**src/hdl/pcpg_defs.svh**
```systemverilog
/*
  Register offsets, field positions, reset values and timing figures of the
  clock and power-good configuration block.
  Assumes it is included by bare name and that the includer owns the scope.
*/
`ifndef PCPG_DEFS_SVH
`define PCPG_DEFS_SVH
`define PCPG_ADDR_CONFIG     8'h13
`define PCPG_ADDR_PLL        8'h14
`define PCPG_ADDR_PGC1       8'h15
`define PCPG_ADDR_PGC2       8'h16
`define PCPG_ADDR_FAULT      8'h17
`define PCPG_ADDR_INT        8'h19
`define PCPG_RST_BYTE        8'h00
`define PCPG_CFG_STARTUP_SEL 6
`define PCPG_CFG_SHUTDN_SEL  5
`define PCPG_CFG_PIN_SEL     4
`define PCPG_CFG_PIN_PD      3
`define PCPG_CFG_ENABLE_PIN_PULLDOWN_ENABLE       2
`define PCPG_CFG_TWARN_LVL   1
`define PCPG_CFG_SPREAD      0
`define PCPG_PLL_EN          6
`define PCPG_FREQ_MSB        4
`define PCPG_FREQ_LSB        0
`define PCPG_FREQ_CODE_MAX   5'h17
`define PCPG_PG1_POL         7
`define PCPG_PG1_OD          6
`define PCPG_PG1_WIN_LIN     5
`define PCPG_PG1_WIN_SW      4
`define PCPG_SRC_MSB         3
`define PCPG_SRC_LSB         0
`define PCPG_PG2_TWARN       2
`define PCPG_PG2_FAULT_GATE  1
`define PCPG_PG2_MODE        0
`define PCPG_INT_PG_DROP     7
`define PCPG_INT_CLK_CHANGE  4
`define PCPG_CLK_MHZ         25
`define PCPG_STEP_SHORT_US   500
`define PCPG_STEP_LONG_US    1000
`define PCPG_STEP_CNT_W      15
`endif

```
**src/hdl/pcpg_pkg.sv**
```systemverilog
/*
  Types shared by the clock and power-good configuration block.
  Assumes nothing of its surroundings.
*/
package pcpg_pkg;
  typedef logic [7:0] pcpg_byte_t;
  typedef logic [3:0] pcpg_src_t;
  typedef logic [4:0] pcpg_freq_t;
endpackage : pcpg_pkg

```
**src/hdl/pcpg_config.sv**
```systemverilog
/*
  Configuration registers for delay ranges, shared clock pin, thermal
  warning level, spread spectrum, PLL and power-good output, with the
  power-good evaluation, fault latch and the two event status bits.
  Assumes the serial interface decodes each access into one-cycle write
  and read strobes with an address, all synchronous to CLK.
*/
// Notes on behaviour
// Startup delay step is 0.5 ms when range select is 0, 1 ms when 1.
// Shutdown delay step is 0.5 ms when range select is 0, 1 ms when 1.
// Pin function select routes shared pin to second output (0) or clock (1).
// Shared pin pull-down follows its select bit in either pin function.
// Enable pin pull-down follows its select bit.
// Thermal warning threshold is 125 C when 0, 137 C when 1.
// Spread spectrum is off when 0 and on when 1.
// PLL bit 0 forces the internal oscillator and keeps the PLL off.
// PLL bit 1 runs PLL when on and uses external clock when present.
// With PLL on, external clock appearing or vanishing raises an event.
// Software keeps bit 5 of the PLL register at 0.
// Frequency code plus one gives MHz; codes above 0x17 are reserved.
// Polarity 0 drives valid high, polarity 1 drives valid low.
// Output type 0 is push-pull, 1 is open-drain.
// Linear regulator window bit adds overvoltage check when 1.
// Switcher window bit adds overvoltage check when 1.
// Four source bits include each source in monitoring when 1.
// Thermal gating bit forces power-good inactive during thermal warning.
// Fault gating bit makes power-good follow the fault latch.
// Mode bit selects gated (0) or continuous (1) operation.
// Fault latch sets on an enabled failing source; write-1 clears if valid.
// Power-good going active to inactive sets a write-1-clear status bit.
// Power-good is valid only when all enabled sources are valid.
// Reserved bits read back what was written, reset to zero, no effect. The interrupt register's reserved bits read zero.
`timescale 1ns/1ps
`include "pcpg_defs.svh"
module pcpg_config #(
  parameter int STEP_SHORT_CYC = `PCPG_STEP_SHORT_US * `PCPG_CLK_MHZ,
  parameter int STEP_LONG_CYC  = `PCPG_STEP_LONG_US * `PCPG_CLK_MHZ
) (
  input  wire logic               CLK,
  input  wire logic               RST_N,
  input  wire logic [7:0]         REG_ADDR,
  input  wire pcpg_pkg::pcpg_byte_t REG_WDATA,
  input  wire logic               REG_WR,
  input  wire logic               REG_RD,
  output pcpg_pkg::pcpg_byte_t    REG_RDATA,
  input  wire pcpg_pkg::pcpg_src_t UV_OK,
  input  wire pcpg_pkg::pcpg_src_t OV_OK,
  input  wire logic               THERMAL_WARN,
  input  wire logic               EXT_CLK_DETECT,
  input  wire logic               DEV_RUN,
  output logic                    SHARED_PIN_CLOCK_FN,
  output logic                    SHARED_PIN_PULLDOWN,
  output logic                    ENABLE_PIN_PULLDOWN,
  output logic                    THERMAL_THRESH_HIGH,
  output logic                    SPREAD_SPECTRUM_EN,
  output logic                    PLL_ENABLE,
  output logic                    CLK_SRC_EXTERNAL,
  output pcpg_pkg::pcpg_freq_t    EXTERNAL_CLOCK_FREQUENCY_CODE_CODE,
  output logic                    STARTUP_STEP_TICK,
  output logic                    SHUTDOWN_STEP_TICK,
  output logic                    POWER_GOOD_O,
  output logic                    POWER_GOOD_OE
);
  import pcpg_pkg::*;

  // Source window check, shared by the live evaluation and the clear guard.
  function automatic logic src_ok(input logic uv, input logic ov,
                                  input logic win);
    src_ok = uv & (ov | ~win);
  endfunction : src_ok

  pcpg_byte_t config_ff;
  pcpg_byte_t pll_ff;
  pcpg_byte_t pgc1_ff;
  pcpg_byte_t pgc2_ff;
  pcpg_byte_t fault_ff;
  logic       drop_int_ff;
  logic       clk_int_ff;
  pcpg_byte_t rdata_ff;
  logic       ext_present_ff;
  logic       pg_active_ff;
  logic       pg_o_ff;
  logic       pg_oe_ff;
  logic       pll_run_ff;
  logic       clk_ext_ff;
  pcpg_src_t  src_valid;
  pcpg_src_t  src_en;
  pcpg_src_t  fault_set;
  logic       live_good;
  logic       nxt_pg_active;
  logic       ext_present;
  logic       wr_fault;
  logic       wr_int;
  logic [1:0] tick_ff;

  assign wr_fault = REG_WR && (REG_ADDR == `PCPG_ADDR_FAULT);
  assign wr_int   = REG_WR && (REG_ADDR == `PCPG_ADDR_INT);
  assign src_en   = pgc1_ff[`PCPG_SRC_MSB:`PCPG_SRC_LSB];

  // Plain read/write configuration bytes; reserved bits are kept as written.
  always_ff @(posedge CLK)
  begin
    if (!RST_N)
    begin
      config_ff <= `PCPG_RST_BYTE;
      pll_ff    <= `PCPG_RST_BYTE;
      pgc1_ff   <= `PCPG_RST_BYTE;
      pgc2_ff   <= `PCPG_RST_BYTE;
    end
    else if (REG_WR)
    begin
      unique case (REG_ADDR)
        `PCPG_ADDR_CONFIG: config_ff <= REG_WDATA;
        `PCPG_ADDR_PLL:    pll_ff    <= REG_WDATA;
        `PCPG_ADDR_PGC1:   pgc1_ff   <= REG_WDATA;
        `PCPG_ADDR_PGC2:   pgc2_ff   <= REG_WDATA;
        default:           ;
      endcase
    end
  end

  // Read data is registered, so it appears one cycle after the strobe.
  // Unmapped offsets answer zero.
  always_ff @(posedge CLK)
  begin
    if (!RST_N)
      rdata_ff <= `PCPG_RST_BYTE;
    else if (REG_RD)
    begin
      unique case (REG_ADDR)
        `PCPG_ADDR_CONFIG: rdata_ff <= config_ff;
        `PCPG_ADDR_PLL:    rdata_ff <= pll_ff;
        `PCPG_ADDR_PGC1:   rdata_ff <= pgc1_ff;
        `PCPG_ADDR_PGC2:   rdata_ff <= pgc2_ff;
        `PCPG_ADDR_FAULT:  rdata_ff <= fault_ff;
        `PCPG_ADDR_INT:
        begin
          rdata_ff <= `PCPG_RST_BYTE;
          rdata_ff[`PCPG_INT_PG_DROP]    <= drop_int_ff;
          rdata_ff[`PCPG_INT_CLK_CHANGE] <= clk_int_ff;
        end
        default:           rdata_ff <= `PCPG_RST_BYTE;
      endcase
    end
  end
  assign REG_RDATA = rdata_ff;

  // Pin and analog selects are straight register bits.
  assign SHARED_PIN_CLOCK_FN = config_ff[`PCPG_CFG_PIN_SEL];
  assign SHARED_PIN_PULLDOWN = config_ff[`PCPG_CFG_PIN_PD];
  assign ENABLE_PIN_PULLDOWN = config_ff[`PCPG_CFG_ENABLE_PIN_PULLDOWN_ENABLE];
  assign THERMAL_THRESH_HIGH = config_ff[`PCPG_CFG_TWARN_LVL];
  assign SPREAD_SPECTRUM_EN  = config_ff[`PCPG_CFG_SPREAD];
  assign EXTERNAL_CLOCK_FREQUENCY_CODE_CODE   = pll_ff[`PCPG_FREQ_MSB:`PCPG_FREQ_LSB];

  // Step dividers for the delay sequencer; one per direction.
  // The count restarts whenever its range changes so no step is cut short.
  for (genvar g = 0; g < 2; g++)
  begin : g_step
    logic [`PCPG_STEP_CNT_W-1:0] cnt_ff;
    logic                        sel_ff;
    logic                        sel;
    logic [`PCPG_STEP_CNT_W-1:0] lim;
    assign sel = (g == 0) ? config_ff[`PCPG_CFG_STARTUP_SEL]
                          : config_ff[`PCPG_CFG_SHUTDN_SEL];
    assign lim = sel ? `PCPG_STEP_CNT_W'(STEP_LONG_CYC - 1)
                     : `PCPG_STEP_CNT_W'(STEP_SHORT_CYC - 1);
    always_ff @(posedge CLK)
    begin
      if (!RST_N)
      begin
        cnt_ff     <= '0;
        sel_ff     <= 1'b0;
        tick_ff[g] <= 1'b0;
      end
      else
      begin
        sel_ff <= sel;
        if (sel != sel_ff || cnt_ff == lim)
          cnt_ff <= '0;
        else
          cnt_ff <= cnt_ff + 1'b1;
        tick_ff[g] <= (sel == sel_ff) && (cnt_ff == lim);
      end
    end
  end
  assign STARTUP_STEP_TICK  = tick_ff[0];
  assign SHUTDOWN_STEP_TICK = tick_ff[1];

  // An external clock only counts when the pin is in clock function and the
  // programmed frequency is a legal code; a reserved code keeps the RC.
  assign ext_present = EXT_CLK_DETECT && config_ff[`PCPG_CFG_PIN_SEL]
                    && (EXTERNAL_CLOCK_FREQUENCY_CODE_CODE <= `PCPG_FREQ_CODE_MAX);

  // PLL enable and switching clock source.
  always_ff @(posedge CLK)
  begin
    if (!RST_N)
    begin
      pll_run_ff     <= 1'b0;
      clk_ext_ff     <= 1'b0;
      ext_present_ff <= 1'b0;
    end
    else
    begin
      pll_run_ff     <= pll_ff[`PCPG_PLL_EN] && DEV_RUN;
      clk_ext_ff     <= pll_ff[`PCPG_PLL_EN] && DEV_RUN
                     && ext_present;
      ext_present_ff <= ext_present;
    end
  end
  assign PLL_ENABLE       = pll_run_ff;
  assign CLK_SRC_EXTERNAL = clk_ext_ff;

  // Per-source validity and fault latch bits.
  for (genvar s = 0; s < 4; s++)
  begin : g_src
    logic win;
    assign win = (s >= 2) ? pgc1_ff[`PCPG_PG1_WIN_LIN]
                          : pgc1_ff[`PCPG_PG1_WIN_SW];
    assign src_valid[s] = src_ok(UV_OK[s], OV_OK[s], win);
    assign fault_set[s] = src_en[s] && !src_valid[s];
    always_ff @(posedge CLK)
    begin
      if (!RST_N)
        fault_ff[s] <= 1'b0;
      else if (fault_set[s])
        fault_ff[s] <= 1'b1;
      else if (wr_fault && REG_WDATA[s] && src_valid[s])
        fault_ff[s] <= 1'b0;
    end
  end

  // Reserved upper bits of the fault register hold what software wrote.
  always_ff @(posedge CLK)
  begin
    if (!RST_N)
      fault_ff[7:4] <= 4'h0;
    else if (wr_fault)
      fault_ff[7:4] <= REG_WDATA[7:4];
  end

  // Combined condition; disabled sources are masked out of the live check, but latched fault bits are not.
  always_comb
  begin
    live_good = &(src_valid | ~src_en);
    if (pgc2_ff[`PCPG_PG2_FAULT_GATE])
      nxt_pg_active = ~|(fault_ff[`PCPG_SRC_MSB:`PCPG_SRC_LSB]
                         | fault_set);
    else
      nxt_pg_active = live_good;
    if (pgc2_ff[`PCPG_PG2_TWARN] && THERMAL_WARN)
      nxt_pg_active = 1'b0;
    if (!pgc2_ff[`PCPG_PG2_MODE] && !DEV_RUN)
      nxt_pg_active = 1'b0;
  end

  // Pin drive. Open-drain only ever pulls low, so a high level is left to
  // the external pull-up with the enable released.
  always_ff @(posedge CLK)
  begin
    if (!RST_N)
    begin
      pg_active_ff <= 1'b0;
      pg_o_ff      <= 1'b0;
      pg_oe_ff     <= 1'b0;
    end
    else
    begin
      pg_active_ff <= nxt_pg_active;
      if (pgc1_ff[`PCPG_PG1_OD])
      begin
        pg_o_ff  <= 1'b0;
        pg_oe_ff <= ~(nxt_pg_active ^ pgc1_ff[`PCPG_PG1_POL]);
      end
      else
      begin
        pg_o_ff  <= nxt_pg_active ^ pgc1_ff[`PCPG_PG1_POL];
        pg_oe_ff <= 1'b1;
      end
    end
  end
  assign POWER_GOOD_O  = pg_o_ff;
  assign POWER_GOOD_OE = pg_oe_ff;

  // Event status bits; a new event in the clearing cycle wins.
  always_ff @(posedge CLK)
  begin
    if (!RST_N)
    begin
      drop_int_ff <= 1'b0;
      clk_int_ff  <= 1'b0;
    end
    else
    begin
      if (pg_active_ff && !nxt_pg_active)
        drop_int_ff <= 1'b1;
      else if (wr_int && REG_WDATA[`PCPG_INT_PG_DROP])
        drop_int_ff <= 1'b0;
      if (pll_ff[`PCPG_PLL_EN] && (ext_present != ext_present_ff))
        clk_int_ff <= 1'b1;
      else if (wr_int && REG_WDATA[`PCPG_INT_CLK_CHANGE])
        clk_int_ff <= 1'b0;
    end
  end
endmodule : pcpg_config

```
**config.mk**
```make
export PLATFORM = sky130hd
export DESIGN_NAME = pcpg_config
export DESIGN_NICKNAME = d
export VERILOG_FILES = /design/src/hdl/pcpg_pkg.sv /design/src/hdl/pcpg_config.sv
export VERILOG_INCLUDE_DIRS = /design/src /design/src/hdl
export SDC_FILE = /design/constraint.sdc
export NUM_CORES = 1
export LEC_CHECK = 0
export ABC_AREA = 1
export BUFFER_PORTS_ARGS = -buffer_cell sky130_fd_sc_hd__clkbuf_2
export CORE_AREA = 2 2 91 115
export CTS_CLUSTER_SIZE = 28
export DETAILED_ROUTE_END_ITERATION = 7
export DIE_AREA = 0 0 93 117
export PLACE_DENSITY = 0.74
export SYNTH_ARGS = -nofsm -noshare
export SYNTH_HDL_FRONTEND = slang
export SYNTH_SLANG_ARGS = --single-unit
```
**constraint.sdc**
```tcl
create_clock -name CLK -period 1.3 [get_ports CLK]
set_input_delay 0 -clock CLK [delete_from_list [all_inputs] [get_ports CLK]]
set_output_delay 0 -clock CLK [all_outputs]
set_load 0.02 [all_outputs]
```
==> flow_summary.json <==
{
  "hold_class": "primary input to flop",
  "finalWeightedCongestion": 0.9186,
  "crit_type": "flop to flop",
  "ir_drop_uv": 616.7,
  "synth_edf_count": 0,
  "clk_latency_ns": 0.35,
  "coreArea_um2": 9849,
  "syn_to_final_growth_pct": 30.15,
  "worstPathArrival_ns": 1.73,
  "min_period_over_period_pct": 111.3,
  "route.detailed.drc": 0,
  "synthTopCellsByCount": "90 x dfxtp_1, 84 x inv_1, 70 x nand2_1, 70 x nor2_1, 58 x nand3_1",
  "avgSynthCellArea_um2": 7.473,
  "status": "complete, but fails checks",
  "yosysTopAreaCellShare_pct": 41.43,
  "syn_area_um2": 4349,
  "wl_um": 12170,
  "via_per_inst": 5.210,
  "synthMostInstantiatedCell": "dfxtp_1",
  "clk_pin_slew_worst_paths_ns": 0.07,
  "numPortBuffers": 54,
  "worst_slew_pin_slew_ns": 0.3977,
  "first_pass_iters": 8,
  "slew_headroom_pct": 73.28,
  "antennaDiodeCount": 0,
  "post_dp_cell_area_um2": 4917,
  "failed_checks": "negative hold slack, negative setup slack",
  "async_flop_share_pct": 0,
  "cts.sinks": 90,
  "stdcell_area_um2": 5660,
  "setup_viol": 17,
  "rows": 41,
  "cts_root_buf": "clkbuf_16",
  "synth.yosys.seq_area_share_pct": 41.43,
  "drt_iter0_markers": 186,
  "ys_ff_latch": 90,
  "clock_path_buffers": 2,
  "start_kind": "flop",
  "io_pins": 55,
  "start_util_pct": 44.16,
  "cap_violations": 0,
  "cts_made_buffers": 9,
  "cts_tree": "yes",
  "synthCells": 582,
  "grt_pass1_wl_um": 17910,
  "cts.htree.levels": 3,
  "wl_per_cell_um": 14.91,
  "synth_flop_cell": "dfxtp_1",
  "antenna_found_initial": 0,
  "drive_above_1_share_pct": 29.26,
  "critPathMaxFanout": 3,
  "grt.total_usage_pct": 21.04,
  "n_fill_cell": 879,
  "setup_slack_ns": -0.1470,
  "dieArea_um2": 10880,
  "required_ns": 1.58,
  "ys_types": 38,
  "antenna_left": 0,
  "yosys.area.top_type": "dfxtp_1",
  "power.density_nw_per_um2": 1033,
  "nNetsFinal": 715,
  "grt_pass1_vias": 3927,
  "dieWidth_um": 93,
  "grt_max_degree": 32,
  "end_kind": "flop",
  "yosys_warnings": 0,
  "power_leakage_nw": 2.320,
  "synth.area.top_cells": "dfxtp_1 41%, inv_1 7.2%, nand3_1 6.7%",
  "hold-worst-slack_ns": -0.02798,
  "vias": 4251,
  "synth_fp_nets": 615,
  "place.detailed.hpwl_um": 7944,
  "period_needed_ns": 1.447,
  "fin_util_pct": 57.47,
  "slew_violations": 0,
  "clock_skew_ns": 0.007123,
  "rsz0062_at_grt": "yes",
  "fp.dieH_um": 117,
  "finalHoldViolCount": 1,
  "max_clock_freq_mhz": 691.1,
  "overflow": 0
}
==> state kept, by name, summed over array words and instances (netlist names) <==
register and cells:
g_step.cnt_ff 30, REG_RDATA 8, config_ff 8, fault_ff 8
pgc1_ff 8, pgc2_ff 8, pll_ff 8, g_step.sel_ff 2
CLK_SRC_EXTERNAL 1, PLL_ENABLE 1, POWER_GOOD_O 1, POWER_GOOD_OE 1
SHUTDOWN_STEP_TICK 1, STARTUP_STEP_TICK 1, clk_int_ff 1, drop_int_ff 1
ext_present_ff 1, pg_active_ff 1
==> power by group <==
part,switching (mW),internal (mW)
Sequential,0.0302,2.79
Clock,1.20,1.40
Combinational,0.266,0.167
==> critical path, cell delays in order (launching register included) <==
cell,delay (ns)
dfxtp_1,0.36
buf_4,0.14
nand2_1,0.07
nor3_1,0.25
nand3_1,0.14
xor2_1,0.18
inv_1,0.10
nor2_1,0.14
==> area by class of cell <==
| cell class | instances | area [um^2] | area share (%) |
|---|---|---|---|
| Multi-Input combinational cell | 384 | 2336 | 41.27 |
| Tap cell | 129 | 161.4 | 2.851 |
| Timing Repair Buffer | 107 | 704.4 | 12.44 |
| Clock buffer | 10 | 239.0 | 4.222 |
| Clock inverter | 6 | 56.30 | 0.9947 |
| Inverter | 90 | 339.1 | 5.990 |
| Sequential cell | 90 | 1824 | 32.23 |
==> repair_timing <==
action / CTS / global route
endpoints found under the hold margin: 10 / 0
setup buffers: 1 / 4
cloned: 1 / 1
endpoints found under the setup margin: 33 / 36
resized for setup: 19 / 62
pin swaps: 8 / 20
hold buffers: 13 / 0
==> worst paths after layout <==
check | start | endpoint | slack (ns) | cells past startpoint
worst max register to register | g_step[0].cnt_ff[10] | g_step[0].cnt_ff[14] | -0.15 | 7
worst max-delay path | g_step[0].cnt_ff[10] | g_step[0].cnt_ff[14] | -0.15 | 7
worst min register to register | pgc2_ff[5] | pgc2_ff[5] | 0.45 | 2
worst min-delay path | UV_OK[0] | fault_ff[0] | -0.03 | 4
==> layer usage <==
metal	part of all wire, %	wire [um]	GRT usage (%)
met1	37	4519	21.28
met2	53	6493	40.10
met3	5.4	658	4.417
met4	4.1	494	11.67
met5	0	0	0
==> placed cells by master (no fill, tap or decap), drive strengths merged <==
cell / n
nor3: 15
o21bai: 6
buf: 40
nand4: 5
dfxtp: 90
nor2: 77
or2: 2
nor4: 3
clkinvlp: 1
xor2: 20
clkinv: 2
o211ai: 1
inv: 93
a21oi: 41
dlygate4sd3: 13
nand2: 77
a31oi: 5
nand3: 68
o21ai: 52
o22ai: 3
xnor2: 7
ha: 2
clkbuf: 64
==> per-stage QoR <==
step | TNS (ns) | instances | worst slack [ns] | total power, mW
detailed placement | -2.825 | 780 | -0.1379 | 3.214
floorplan | 0 | 582 | 0.02615 | 3.078
global route | -2.708 | 816 | -0.1304 | 6.040
finish | -1.088 | 816 | -0.1470 | 5.848
CTS | -0.7298 | 811 | -0.04627 | 5.843
global placement | -0.4293 | 780 | -0.01993 | 3.204
==> cells by family (layout without fill, tap and decap cells) <==
kind of cell    Yosys count  in the layout  share of synthesized area [%]
flops                    90             90                          41.43
buf+inv                 110            213                          11.28
fa+ha+maj                 2              2                         0.5753
simple gates            245            247                          27.93
xor+xnor                 27             27                          5.437
compound gates          108            108                          13.35
No activity file was read; power rests on OpenSTA's default activity.
